**src/cbw_pkg.sv**
```systemverilog
// Package with addresses, opcodes and widths for the cache boot wrapper
package cbw_pkg;
   localparam int DATA_W = 32;
   localparam int ADDR_W = 32;
   localparam int DCR_ADDR_W = 10;
   localparam logic [31:0] INPUT_PORT_ADDR = 32'h01000000;
   localparam logic [9:0] FILL_REG_DCR_ADDR = 10'h3f1;
   localparam logic [31:0] VECTOR_TABLE_BASE = 32'hf0000000;
   localparam logic [31:0] VECTOR_TABLE_MASK = 32'hffff0000;
   localparam logic [31:0] TRAP_ADDR = 32'hffff3ff8;
   localparam logic [31:0] RESET_VECTOR = 32'hfffffffc;
   localparam logic [31:0] WRAP_ADDR = 32'h00000000;
   localparam logic [31:0] USER_ENTRY = 32'hffff3ffc;
   localparam logic [31:0] INSTR_BASE = 32'hffff0000;
   localparam logic [31:0] DATA_BASE = 32'hffff8000;
   localparam logic [31:0] CACHE_BYTES = 32'h00004000;
   localparam logic [31:0] FILL_RESET = 32'h00000000;
   // Absolute branch opcode, target in low 26 bits
   localparam logic [5:0] OP_BRANCH = 6'h12;
   localparam logic [1:0] BR_ABS = 2'h2;
   // Boot stub words placed on the on-chip instruction bus at 0x0
   localparam logic [31:0] BOOT_ICACHE_ON = 32'h7c00002c;
   localparam logic [31:0] BOOT_NOP = 32'h60000000;
   localparam int BOOT_WORDS = 4;
   localparam logic [3:0] RST_NOTIFY_CYCLES = 4'h8;
endpackage

```
**src/cbw_fetch_if.sv**
```systemverilog
// Interface carrying instruction fetch request and answer
`timescale 1ns/1ps
interface cbw_fetch_if;
   import cbw_pkg::*;
   logic req;
   logic [ADDR_W-1:0] addr;
   logic ack;
   logic [DATA_W-1:0] data;
   modport wrapper (output req, output addr, input ack, input data);
   modport rom (input req, input addr, output ack, output data);
endinterface

```
**src/cbw_boot_rom.sv**
```systemverilog
// Fixed instruction source for vector table, reset vector and boot stub
`timescale 1ns/1ps
module cbw_boot_rom
   import cbw_pkg::*;
(
   // Clock and reset
   input wire logic i_sys_clk,
   input wire logic i_rstn,
   // Fetch port
   cbw_fetch_if.rom f
);
   logic ack;
   logic [DATA_W-1:0] data;
   logic next_ack;
   logic [DATA_W-1:0] next_data;

   // Absolute branch word
   function automatic logic [31:0] branch_to(input logic [31:0] target);
      branch_to = {OP_BRANCH, target[25:2], BR_ABS};
   endfunction

   // Word index inside the stub at address zero
   function automatic logic [31:0] stub_word(input logic [31:0] a);
      case (a[3:2])
         2'h0: stub_word = BOOT_ICACHE_ON;
         2'h1: stub_word = BOOT_NOP;
         2'h2: stub_word = branch_to(USER_ENTRY);
         default: stub_word = branch_to(USER_ENTRY);
      endcase
   endfunction

   // Decode; one-cycle answer for any fetch
   always_comb begin
      next_ack = f.req;
      next_data = data;
      if (f.req) begin
         if ((f.addr & VECTOR_TABLE_MASK) == VECTOR_TABLE_BASE) begin
            next_data = branch_to(TRAP_ADDR);
         end else if (f.addr == RESET_VECTOR) begin
            // Nop lets the counter roll over to zero
            next_data = BOOT_NOP;
         end else if (f.addr[31:4] == WRAP_ADDR[31:4]) begin
            next_data = stub_word(f.addr);
         end else begin
            next_data = BOOT_NOP;
         end
      end
   end

   always_ff @(posedge i_sys_clk) begin
      if (!i_rstn) begin
         ack <= 1'b0;
         data <= BOOT_NOP;
      end else begin
         ack <= next_ack;
         data <= next_data;
      end
   end

   assign f.ack = ack;
   assign f.data = data;
endmodule

```
**src/cbw_top.sv**
```systemverilog
// Boot and GPIO wrapper around a cache-only processor core
`timescale 1ns/1ps
// ****************************************************************
// ****************************************************************
module cbw_top
   import cbw_pkg::*;
(
   // Clock and reset
   input wire logic i_sys_clk,
   input wire logic i_rstn,
   // Processor instruction fetch bus
   input wire logic i_fetch_req,
   input wire logic [ADDR_W-1:0] i_fetch_addr,
   output logic o_fetch_ack,
   output logic [DATA_W-1:0] o_fetch_data,
   // Data-side on-chip memory read bus
   input wire logic i_dsm_rd,
   input wire logic [ADDR_W-1:0] i_dsm_addr,
   output logic o_dsm_rd_ack,
   output logic [DATA_W-1:0] o_dsm_rd_data,
   // Device control bus write
   input wire logic i_dcr_wr,
   input wire logic [DCR_ADDR_W-1:0] i_dcr_addr,
   input wire logic [DATA_W-1:0] i_dcr_wdata,
   // Core reset request and debugger release
   input wire logic i_core_rst_req,
   input wire logic i_dbg_release,
   // Core control
   output logic o_core_halt,
   output logic o_core_reset,
   // User side
   input wire logic [DATA_W-1:0] i_gpio_in,
   output logic [DATA_W-1:0] o_gpio_out,
   input wire logic i_user_irq,
   output logic o_core_ext_irq,
   output logic o_system_reset_notify
);
   typedef enum logic [1:0] {
      CBW_HALTED = 2'b00,
      CBW_RUN = 2'b01,
      CBW_RESET = 2'b10
   } cbw_state_type;

   cbw_state_type state;
   cbw_state_type next_state;
   logic [3:0] rst_cnt;
   logic [3:0] next_rst_cnt;
   logic halt;
   logic next_halt;
   logic core_reset;
   logic next_core_reset;
   logic notify;
   logic next_notify;

   logic [DATA_W-1:0] gpio_in_s1;
   logic [DATA_W-1:0] gpio_in_s2;
   logic irq_s1;
   logic irq_s2;
   logic rel_s1;
   logic rel_s2;
   logic irq;
   logic next_irq;

   logic [DATA_W-1:0] instr_side_fill_reg;
   logic [DATA_W-1:0] next_fill;
   logic rd_ack;
   logic next_rd_ack;
   logic [DATA_W-1:0] rd_data;
   logic [DATA_W-1:0] next_rd_data;

   cbw_fetch_if fetch ();

   // ****************************************************************
   // Pin synchronisers
   // ****************************************************************
   // Whole word is sampled each cycle; a word changing mid-sample may
   // tear, so user logic should hold it stable for a few cycles
   always_ff @(posedge i_sys_clk) begin
      if (!i_rstn) begin
         gpio_in_s1 <= '0;
         gpio_in_s2 <= '0;
         irq_s1 <= 1'b0;
         irq_s2 <= 1'b0;
         rel_s1 <= 1'b0;
         rel_s2 <= 1'b0;
      end else begin
         gpio_in_s1 <= i_gpio_in;
         gpio_in_s2 <= gpio_in_s1;
         irq_s1 <= i_user_irq;
         irq_s2 <= irq_s1;
         rel_s1 <= i_dbg_release;
         rel_s2 <= rel_s1;
      end
   end

   // ****************************************************************
   // Halt and reset sequencing
   // ****************************************************************
   // Held halted from configuration; debugger release starts boot
   always_comb begin
      next_state = state;
      next_rst_cnt = rst_cnt;
      next_halt = halt;
      next_core_reset = 1'b0;
      next_notify = 1'b0;
      case (state)
         CBW_HALTED: begin
            next_halt = 1'b1;
            if (rel_s2) begin
               // Debugger takes over the test port from here
               next_halt = 1'b0;
               next_state = CBW_RUN;
            end
         end
         CBW_RUN: begin
            next_halt = 1'b0;
            if (i_core_rst_req) begin
               next_state = CBW_RESET;
               next_rst_cnt = RST_NOTIFY_CYCLES;
            end
         end
         CBW_RESET: begin
            // Core drops its caches and restarts at the reset vector
            next_core_reset = 1'b1;
            next_notify = 1'b1;
            next_rst_cnt = rst_cnt - 4'h1;
            if (rst_cnt == 4'h1) begin
               next_state = CBW_RUN;
            end
         end
         default: begin
            next_state = CBW_HALTED;
            next_halt = 1'b1;
         end
      endcase
   end

   always_ff @(posedge i_sys_clk) begin
      if (!i_rstn) begin
         state <= CBW_HALTED;
         rst_cnt <= 4'h0;
         halt <= 1'b1;
         core_reset <= 1'b1;
         notify <= 1'b1;
      end else begin
         state <= next_state;
         rst_cnt <= next_rst_cnt;
         halt <= next_halt;
         core_reset <= next_core_reset;
         notify <= next_notify;
      end
   end

   // ****************************************************************
   // GPIO and interrupt
   // ****************************************************************
   always_comb begin
      next_fill = instr_side_fill_reg;
      if (i_dcr_wr && i_dcr_addr == FILL_REG_DCR_ADDR) begin
         next_fill = i_dcr_wdata;
      end
      next_rd_ack = i_dsm_rd;
      next_rd_data = '0;
      if (i_dsm_rd && i_dsm_addr == INPUT_PORT_ADDR) begin
         next_rd_data = gpio_in_s2;
      end
      // Passed as a level, no edge capture
      next_irq = irq_s2;
   end

   always_ff @(posedge i_sys_clk) begin
      if (!i_rstn) begin
         instr_side_fill_reg <= FILL_RESET;
         rd_ack <= 1'b0;
         rd_data <= '0;
         irq <= 1'b0;
      end else begin
         instr_side_fill_reg <= next_fill;
         rd_ack <= next_rd_ack;
         rd_data <= next_rd_data;
         irq <= next_irq;
      end
   end

   // ****************************************************************
   // Fixed instruction source
   // ****************************************************************
   assign fetch.req = i_fetch_req;
   assign fetch.addr = i_fetch_addr;

   cbw_boot_rom u_rom (
      .i_sys_clk(i_sys_clk),
      .i_rstn(i_rstn),
      .f(fetch.rom)
   );

   assign o_fetch_ack = fetch.ack;
   assign o_fetch_data = fetch.data;
   assign o_dsm_rd_ack = rd_ack;
   assign o_dsm_rd_data = rd_data;
   assign o_core_halt = halt;
   assign o_core_reset = core_reset;
   assign o_gpio_out = instr_side_fill_reg;
   assign o_core_ext_irq = irq;
   assign o_system_reset_notify = notify;
endmodule

```
**config.mk**
```make
export PLATFORM = sky130hd
export DESIGN_NAME = cbw_top
export DESIGN_NICKNAME = d
export VERILOG_FILES = /design/src/cbw_pkg.sv /design/src/cbw_fetch_if.sv /design/src/cbw_boot_rom.sv /design/src/cbw_top.sv
export SDC_FILE = /design/constraint.sdc
export NUM_CORES = 1
export LEC_CHECK = 0
export BUFFER_PORTS_ARGS = -buffer_cell sky130_fd_sc_hd__buf_2
export CAP_MARGIN = 25
export CORE_MARGIN = 2
export CORE_UTILIZATION = 45
export DETAILED_ROUTE_END_ITERATION = 8
export PLACE_DENSITY_LB_ADDON = 0.08
export SYNTH_ARGS = -nofsm -noshare
export SYNTH_HDL_FRONTEND = slang
export SYNTH_SLANG_ARGS = --single-unit
```
**constraint.sdc**
```tcl
create_clock -name i_sys_clk -period 1.85 [get_ports i_sys_clk]
set_input_delay 0.2775 -clock i_sys_clk [delete_from_list [all_inputs] [get_ports i_sys_clk]]
set_output_delay 0.2775 -clock i_sys_clk [all_outputs]
set_load 0.01 [all_outputs]
```
# Yosys cells after proc, flatten, opt, wreduce, memory -nomap -nowiden
# Cells that the tools add are included.
totals:
  latch_bits: 0
  out_inout_bits: 102
  romBits: 0
  mem_count: 0
  regBits: 175
  mem_bits_rw: 0
  elab_cells: 50
classes:
  n_mux: 13
  bitwise_logic: 0
  add_sub_neg: 1
  n_eq_ne: 11
  n_shift: 0
  n_div: 0
  magnitude_cmp: 0
  n_reduce_logical: 9
  multipliers: 0
op_table:
  columns: ["op", "n"]
  rows:
  - ["2-to-1 mux 32 bit", 2]
  - ["case mux 30 bit (2 select lines)", 1]
  - ["== test 32 x 25 -> 1 bit, second input constant", 1]
  - ["== test 32 bit, second input constant", 1]
  - ["2-to-1 mux 30 bit", 1]
  - ["zero test 28 bit", 1]
  - ["== test 16 bit, second input constant", 1]
  - ["== test 10 bit, second input constant", 1]
  - ["case mux 4 bit (2 select lines)", 1]
  - ["2-to-1 mux 2 bit", 3]
  - ["!= test 2 bit, second input constant", 3]
  - ["case mux 2 bit (3 select lines)", 1]
  - ["== test 2 x 1 -> 1 bit, second input constant", 2]
  - ["== test 4 x 1 -> 1 bit, second input constant", 1]
  - ["zero test 2 bit", 2]
  - ["2-to-1 mux 4 bit", 1]
  - ["AND reduction 2 bit", 2]
  - ["subtractor 4 x 1 -> 4 bit, second input constant", 1]
  - ["case mux 1 bit (3 select lines)", 1]
  - ["AND reduction 3 bit", 1]
  - ["== test 2 bit, second input constant", 1]
  - ["logical AND 1 bit", 2]
  - ["2-to-1 mux 1 bit", 2]
  - ["nonzero test 2 bit", 1]

# Depth between registers and ports, before layout
# Gate-level depths: netlist of the first run.
depth:
  ltp_word: 5
  depth_mapped: 6
  depth_no_buf: 6

# Hierarchy
# A second synthesis of the first run with hierarchy kept.
hier_totals:
  cells_unflattened: 518
  area_unflattened_um2: 5405.2
by_module_without_submodules:
  columns: ["mod", "n_inst", "cells_each", "area_per_inst_um2"]
  rows:
  - ["cbw_top", 1, 448, 4862.2]
  - ["cbw_boot_rom", 1, 70, 543.0]

# Worst setup path after synthesis of the first run
# Ideal clock, no wire load.
synth_timing:
  kind: "input -> register"
  startpoint: "in i_fetch_addr[21]"
  endpoint: "reg u_rom.data[29] (netlist: u_rom.f.data[29])"
  setup_time_ns: 0.127
  stages: 4
  required_ns: 1.723
  t_arrival_ns: 1.352
  path_slack_ns: 0.371
  n_path_buf: 0
  cell_sequence: "or4_4 -> o41ai_2 -> a31oi_1 -> nand3b_1"
synth_between:
  elab_chain_len: 4
synth_lines:
  columns: ["item", "line", "text"]
  rows:
  - ["from (decl)", "cbw_top.sv:13", "input wire logic [ADDR_W-1:0] i_fetch_addr,"]
  - ["zero test 28 bit", "cbw_boot_rom.sv:42", "end else if (f.addr[31:4] == WRAP_ADDR[31:4]) begin"]
  - ["2-to-1 mux 30 bit", "cbw_boot_rom.sv:42", null]
  - ["2-to-1 mux 32 bit", "cbw_boot_rom.sv:39", "end else if (f.addr == RESET_VECTOR) begin"]
  - ["2-to-1 mux 32 bit (*)", "cbw_boot_rom.sv:37", "if ((f.addr & VECTOR_TABLE_MASK) == VECTOR_TABLE_BASE) begin"]
  - ["to (signal assigned)", "cbw_boot_rom.sv:56", "data <= next_data;"]
  - ["to (decl)", "cbw_boot_rom.sv:13", "logic [DATA_W-1:0] data;"]
# Mark *: on every way between the ends. The rest lies on a longest branch, timed or not.
# A chain may end at the register's enable or synchronous reset.

==> metrics.cfg, run 1 <==
[detailed_routing]
vias_per_cell=4.38
wire_per_inst_um=12.9
num_vias=3760
ant_nets=0
firstDrtPassIters=4
routed_wirelength_um=11100
drtIter0Drc=136
drc=0

[grt]
grt.overflow.total=0
grtUsageTotal_pct=17.9
antenna_found_initial=1
grt_pass1_wl_um=15900
grt_max_degree=81
grt_pass1_vias=3413

[sta]
hold_viol_final=0
fin_tns_setup_ps=0
tightest_slew_ps=556
period_needed_ps=1660
fin_skew_ps=7.36
drv_slew=0
layout_setup_ws_ps=194
slew-limit-headroom_pct=62.4
rsz0062_at_grt=no
max_freq_mhz=604
min_period_over_period_pct=89.5
report.final.setup_viol=0

[hold_path]
holdPathEnd=o_gpio_out[0]
hp-class=in2reg
hold_path_depth=3
hold_start=i_dcr_wdata[0]

[die]
initial_core_util_pct=46.0
ios=248
die_x_um=109
die_area_sq_mm=0.0119
row_count=38
fp.dieH_um=109
core_area_sq_mm=0.0108

[worst_setup_path]
cpPeakStageDelay_ps=610
endpoint_kind=primary output
r2r_setup_slack_ps=500
reg2reg_from=state[1]
worstPathArrival_ps=1380
worstPathRequired_ps=1570
cp_num_buf_inv=1
r2r-end=rst_cnt[3]
rr_worst_depth=4
crit_family=flip-flops
critical_path.max_fanout=21
cp_num_cells=1
cp_cell_sequence=buf_2
cp-start-kind=flop
critPathSlowestCell=dfxtp_1
crit_type=reg2out

[power]
clock_power_share_pct=46.1
swShare_pct=21.3
p_per_area_mw_per_mm2=974
cellLeakagePower_nw=3.32
p_int_mw=5.43
p_comb_share_pct=6.1
seqPwrFrac_pct=47.8
ir_drop_mv=0.625
p_sw_mw=1.47

[yosys]
ys_seq_elements=148
ys.flop_type=dfxtp_1
synthCells=445
yosysTopAreaCellShare_pct=59.7
synth.most_common_cell=dfxtp_1
async_flop_share_pct=0
yosys-top-cells-area=dfxtp_1 60%, and2_1 13%, mux2i_1 6.5%
avgSynthCellArea_sq_um=11.2
synth-edff-count=0
yosysWarnings=0
yosysTopAreaCell=dfxtp_1
ys_seq_area_share_pct=59.7
ys_types=40
synth_common_cells=148 x dfxtp_1, 103 x and2_1, 35 x nor2b_1
netlist_area_sq_mm=0.00496

[clock_network]
root_buffer=clkbuf_8
cts_resized=0
tritoncts=done
cts.sinks=148
ctsHtreeMaxLevel=4
path_clk_slew_ps=60
cts_made_buffers=17
post_cts_buffers=0
clock_latency_ps=520
clockBufferDepth=2

[cells_and_area]
nets=853
area_growth_pct=42.8
diodes=0
design_area_sq_mm=0.00709
fin_cells=858
drive_above_1_share_pct=39.1
fin_util_pct=65.7

[place]
place.port_buffers=240
dp_cells=784
place.detailed.hpwl_um=7710
gp_congestion=0.802
pre_cts_ws_ps=46.4
placed_cell_area_sq_mm=0.00611

[run_status]
status=finished clean

[run]
cap_violations=0

## what timing repair did
item                                    CTS  global route
hold buffers                             42             0
endpoints found under the setup margin    0             0
hold endpoints to repair                 42             0
## cell families after synthesis
kind of cell	Yosys count	synth area share, %
flops	148	59.7
simple gates	192	24.1
xor+xnor	1	0.177
fa+ha+maj	2	0.504
compound gates	17	2.40
mux	32	6.45
buf+inv	51	6.53
other cells	2	0.151
## placed cells by master, fill, tap and decap left out, drive strengths merged, types with 2 or more instances in the layout
cell type and count:
nand3b 2, clkinvlp 3, a21oi 3, buf 244, mux2i 32, dlygate4sd3 42
ha 2, nor3 4, nor4 12, clkbuf 18, nand2b 3, nor2 5
a31oi 3, inv 3, dfxtp 148, clkinv 9, nand2 14, a221oi 2
nand3 2, nor2b 35, bufinv 2, o21ai 4, and2 103, conb 5
or4 3, nand4 4
## power by group through the flow
stage / Sequential, mW / Clock (mW) / Combinational, mW
2_1_floorplan: 3.36 / 0 / 0.180
3_3_place_gp: 3.37 / 0 / 0.341
3_5_place_dp: 3.37 / 0 / 0.348
4_1_cts: 3.30 / 3.26 / 0.420
5_1_grt: 3.31 / 3.41 / 0.460
6_report: 3.30 / 3.18 / 0.419
## through the flow
stage	total power, mW	hold WS [ps]
2_1_floorplan	3.54	405
3_3_place_gp	3.71	408
3_5_place_dp	3.72	410
4_1_cts	6.98	0.373
5_1_grt	7.18	14.0
6_report	6.90	15.5
## how the worst max path moves through the flow
stage                startpoint                end  slack (ps)
2_1_floorplan  i_fetch_addr[21]   u_rom.f.data[29]         370
3_3_place_gp     i_dsm_addr[17]  o_dsm_rd_data[23]         120
3_5_place_dp     i_dsm_addr[17]  o_dsm_rd_data[14]          50
4_1_cts        u_rom.f.data[25]    o_fetch_data[1]         150
5_1_grt        u_rom.f.data[25]    o_fetch_data[1]         110
6_report       u_rom.f.data[25]    o_fetch_data[1]         190
## routing by layer
metal	GRT usage, %	vias up	part of all wire, %
met3	6.99	17	7.4
met4	7.14	2	1.7
met1	20.6	1651	42
li1	-	1941	-
met5	0	-	0.12
met2	29.9	149	49
## flip-flops by register name, indices dropped and copies added (netlist names), 2 cells and up
register	cells
u_rom.f.data	5
gpio_in_s1	32
o_dsm_rd_data	32
rst_cnt	4
gpio_in_s2	32
o_gpio_out	32
state	2
## final cells by class
cell class | instances | area (sq um)
Multi-Input combinational cell | 249 | 1690
Timing Repair Buffer | 286 | 1690
Sequential cell | 148 | 2960
Clock buffer | 18 | 418
Clock inverter | 14 | 139
Inverter | 3 | 11.3
Tap cell | 140 | 175
Fill cell | 875 | 3700
Power figures use the tool's default switching activity.
==> run 2, diff against run 1 <==
GPL_TIMING_DRIVEN = 0   (was default)
==> run 2 against run 1 <==
Die area is the same. Total power rose by 1.6%. Non-clock buffer count grew 37. Clock-buffer cell count decreased by 1. Flip-flop and latch count stayed put. Global-route usage up 1.0 points. Worst hold slack improved by 12 ps. Cell count rose by 4.3%. Sequential power about the same. Combinational power up 9.5%. Setup slack better by 25 ps. Core utilization rose by 1.8 points.
==> metrics.cfg, run 2 (same netlist as run 1, synthesis figures left out) <==
[run_status]
status=finished clean

[cells_and_area]
diodes=0  ; unchanged
layout_commonest_cell=buf_2
area_growth_pct=46.7
drive_above_1_share_pct=41.6  ; +2.5 points
most-common-layout-cells=241 x buf_2, 147 x dfxtp_1, 103 x and2_1, 35 x nor2b_1, 35 x dlygate4sd3_1
fin_util_pct=67.4  ; +1.8 points
nets=890  ; +4.3%

[clock_network]
clock_latency_ps=510  ; about the same
cts.sinks=148  ; unchanged
ctsHtreeMaxLevel=4  ; unchanged
clockBufferDepth=2  ; unchanged
root_buffer=clkbuf_8
cts_made_buffers=17  ; unchanged
path_clk_slew_ps=60  ; about the same
tritoncts=done

[sta]
report.final.setup_viol=0  ; unchanged
tightest_slew_ps=531  ; -24.7 ps
slew-limit-headroom_pct=64.1  ; +1.7 points
fin_skew_ps=5.54  ; -1.82 ps
hold_viol_final=0  ; unchanged
max_freq_mhz=613  ; +1.5%
period_needed_ps=1630  ; -24.5 ps
layout_setup_ws_ps=219  ; +24.5 ps
rsz0062_at_grt=no
drv_slew=0  ; unchanged
min_period_over_period_pct=88.2  ; -1.3 points

[power]
p_per_area_mw_per_mm2=964  ; -1.1%
cellLeakagePower_nw=3.46  ; +4.3%
ir_drop_mv=0.707  ; +13%

[die]
ios=248  ; unchanged
row_count=38  ; unchanged
fp.dieH_um=109  ; unchanged
core_area_sq_mm=0.0108  ; unchanged
initial_core_util_pct=46.0  ; unchanged
die_area_sq_mm=0.0119  ; unchanged
die_x_um=109  ; unchanged

[place]
place.detailed.hpwl_um=8600  ; +12%
gp_congestion=0.776  ; -3.3%
place.port_buffers=240  ; unchanged
pre_cts_ws_ps=-207  ; -253 ps

[grt]
antenna_found_initial=0  ; -1
gr-max-usage-layer=met2
met1_usage_pct=22.8  ; +2.2 points
grtUsageTotal_pct=18.9  ; +1.0 points
grt_max_degree=22  ; -73%
grt.overflow.total=0  ; unchanged
grt_pass1_wl_um=16800  ; +5.2%
met2_usage_pct=31.2  ; +1.3 points
use_met3_pct=6.75  ; -0.24 points
grt_pass1_vias=3534  ; +3.5%

[worst_setup_path]
r2r_setup_slack_ps=520  ; +20 ps
worstPathRequired_ps=1570  ; about the same
reg2reg_from=state[1]
endpoint_kind=primary output
crit_type=reg2out
critical_path.max_fanout=21  ; unchanged
rr_worst_depth=5  ; +1
cp-start-kind=flop
r2r-end=rst_cnt[3]
worstPathArrival_ps=1350  ; -30 ps

[hold_path]
hold_path_depth=3  ; unchanged
hold_start=i_dcr_wdata[15]
holdPathEnd=o_gpio_out[15]
hp-class=in2reg

[detailed_routing]
ant_nets=0  ; unchanged
num_vias=3834  ; +2.0%
firstDrtPassIters=4  ; unchanged
drtIter0Drc=129  ; -5.1%
drc=0  ; unchanged
vias_per_cell=4.28  ; -2.2%
wire_per_inst_um=12.7  ; -1.4%
routed_wirelength_um=11400  ; +2.8%

[run]
cap_violations=0  ; unchanged

## run 2: area by class of cell
type | count | area, sq um
clock buffer | 17 | 414
multi-input combinational | 249 | 1690
fill | 857 | 3510
clock inverter | 15 | 164
buffer | 48 | 313
tap | 140 | 175
timing repair buffer | 275 | 1550
inverter | 3 | 11.3
sequential | 148 | 2960
## run 2: critical path: stages, from the launching register on
cell and delay, ps:
dfxtp_2 550, buf_4 170, buf_2 120
## run 2: worst max-delay path by stage
stage	startpoint	end	slack, ps
floorplan	i_fetch_addr[21]	u_rom.f.data[29]	370
global placement	i_dsm_addr[17]	o_dsm_rd_data[22]	-180
detailed placement	i_dsm_addr[17]	o_dsm_rd_data[29]	-210
CTS	u_rom.f.data[25]	o_fetch_data[16]	190
global route	u_rom.f.data[25]	o_fetch_data[6]	130
finish	u_rom.f.data[25]	o_fetch_data[16]	220
## run 2: repair_timing
item                       in CTS  in global routing
setup buffers                   0                  0
hold endpoints to repair       34                  1
setup endpoints to repair      19                  0
gates resized for setup         1                  0
hold buffers                   34                  1
## run 2: stage by stage
step                area, sq um  hold slack (ps)  cells  TNS, ps  power [mW]
floorplan                  4970              405    448        0        3.54
global placement           6350              409    828    -4870        3.76
detailed placement         6350              410    828    -5320        3.77
CTS                        7270             5.12    894        0        7.09
global route               7280             4.00    895        0        7.29
finish                     7280             27.8    895        0        7.02
## run 2: per-layer routing
| layer | part of all wire, % | wire length, um |
|---|---|---|
| met5 | 0 | 0 |
| met4 | 1.2 | 131 |
| met3 | 6.8 | 776 |
| met2 | 49 | 5590 |
| met1 | 43 | 4890 |
## run 2: report_power, final
group	leakage (nW)	total, mW	switching, mW	internal (mW)
combinational	1.96	0.459	0.179	0.280
clock	0.287	3.26	1.41	1.85
sequential	1.21	3.30	0.0253	3.27
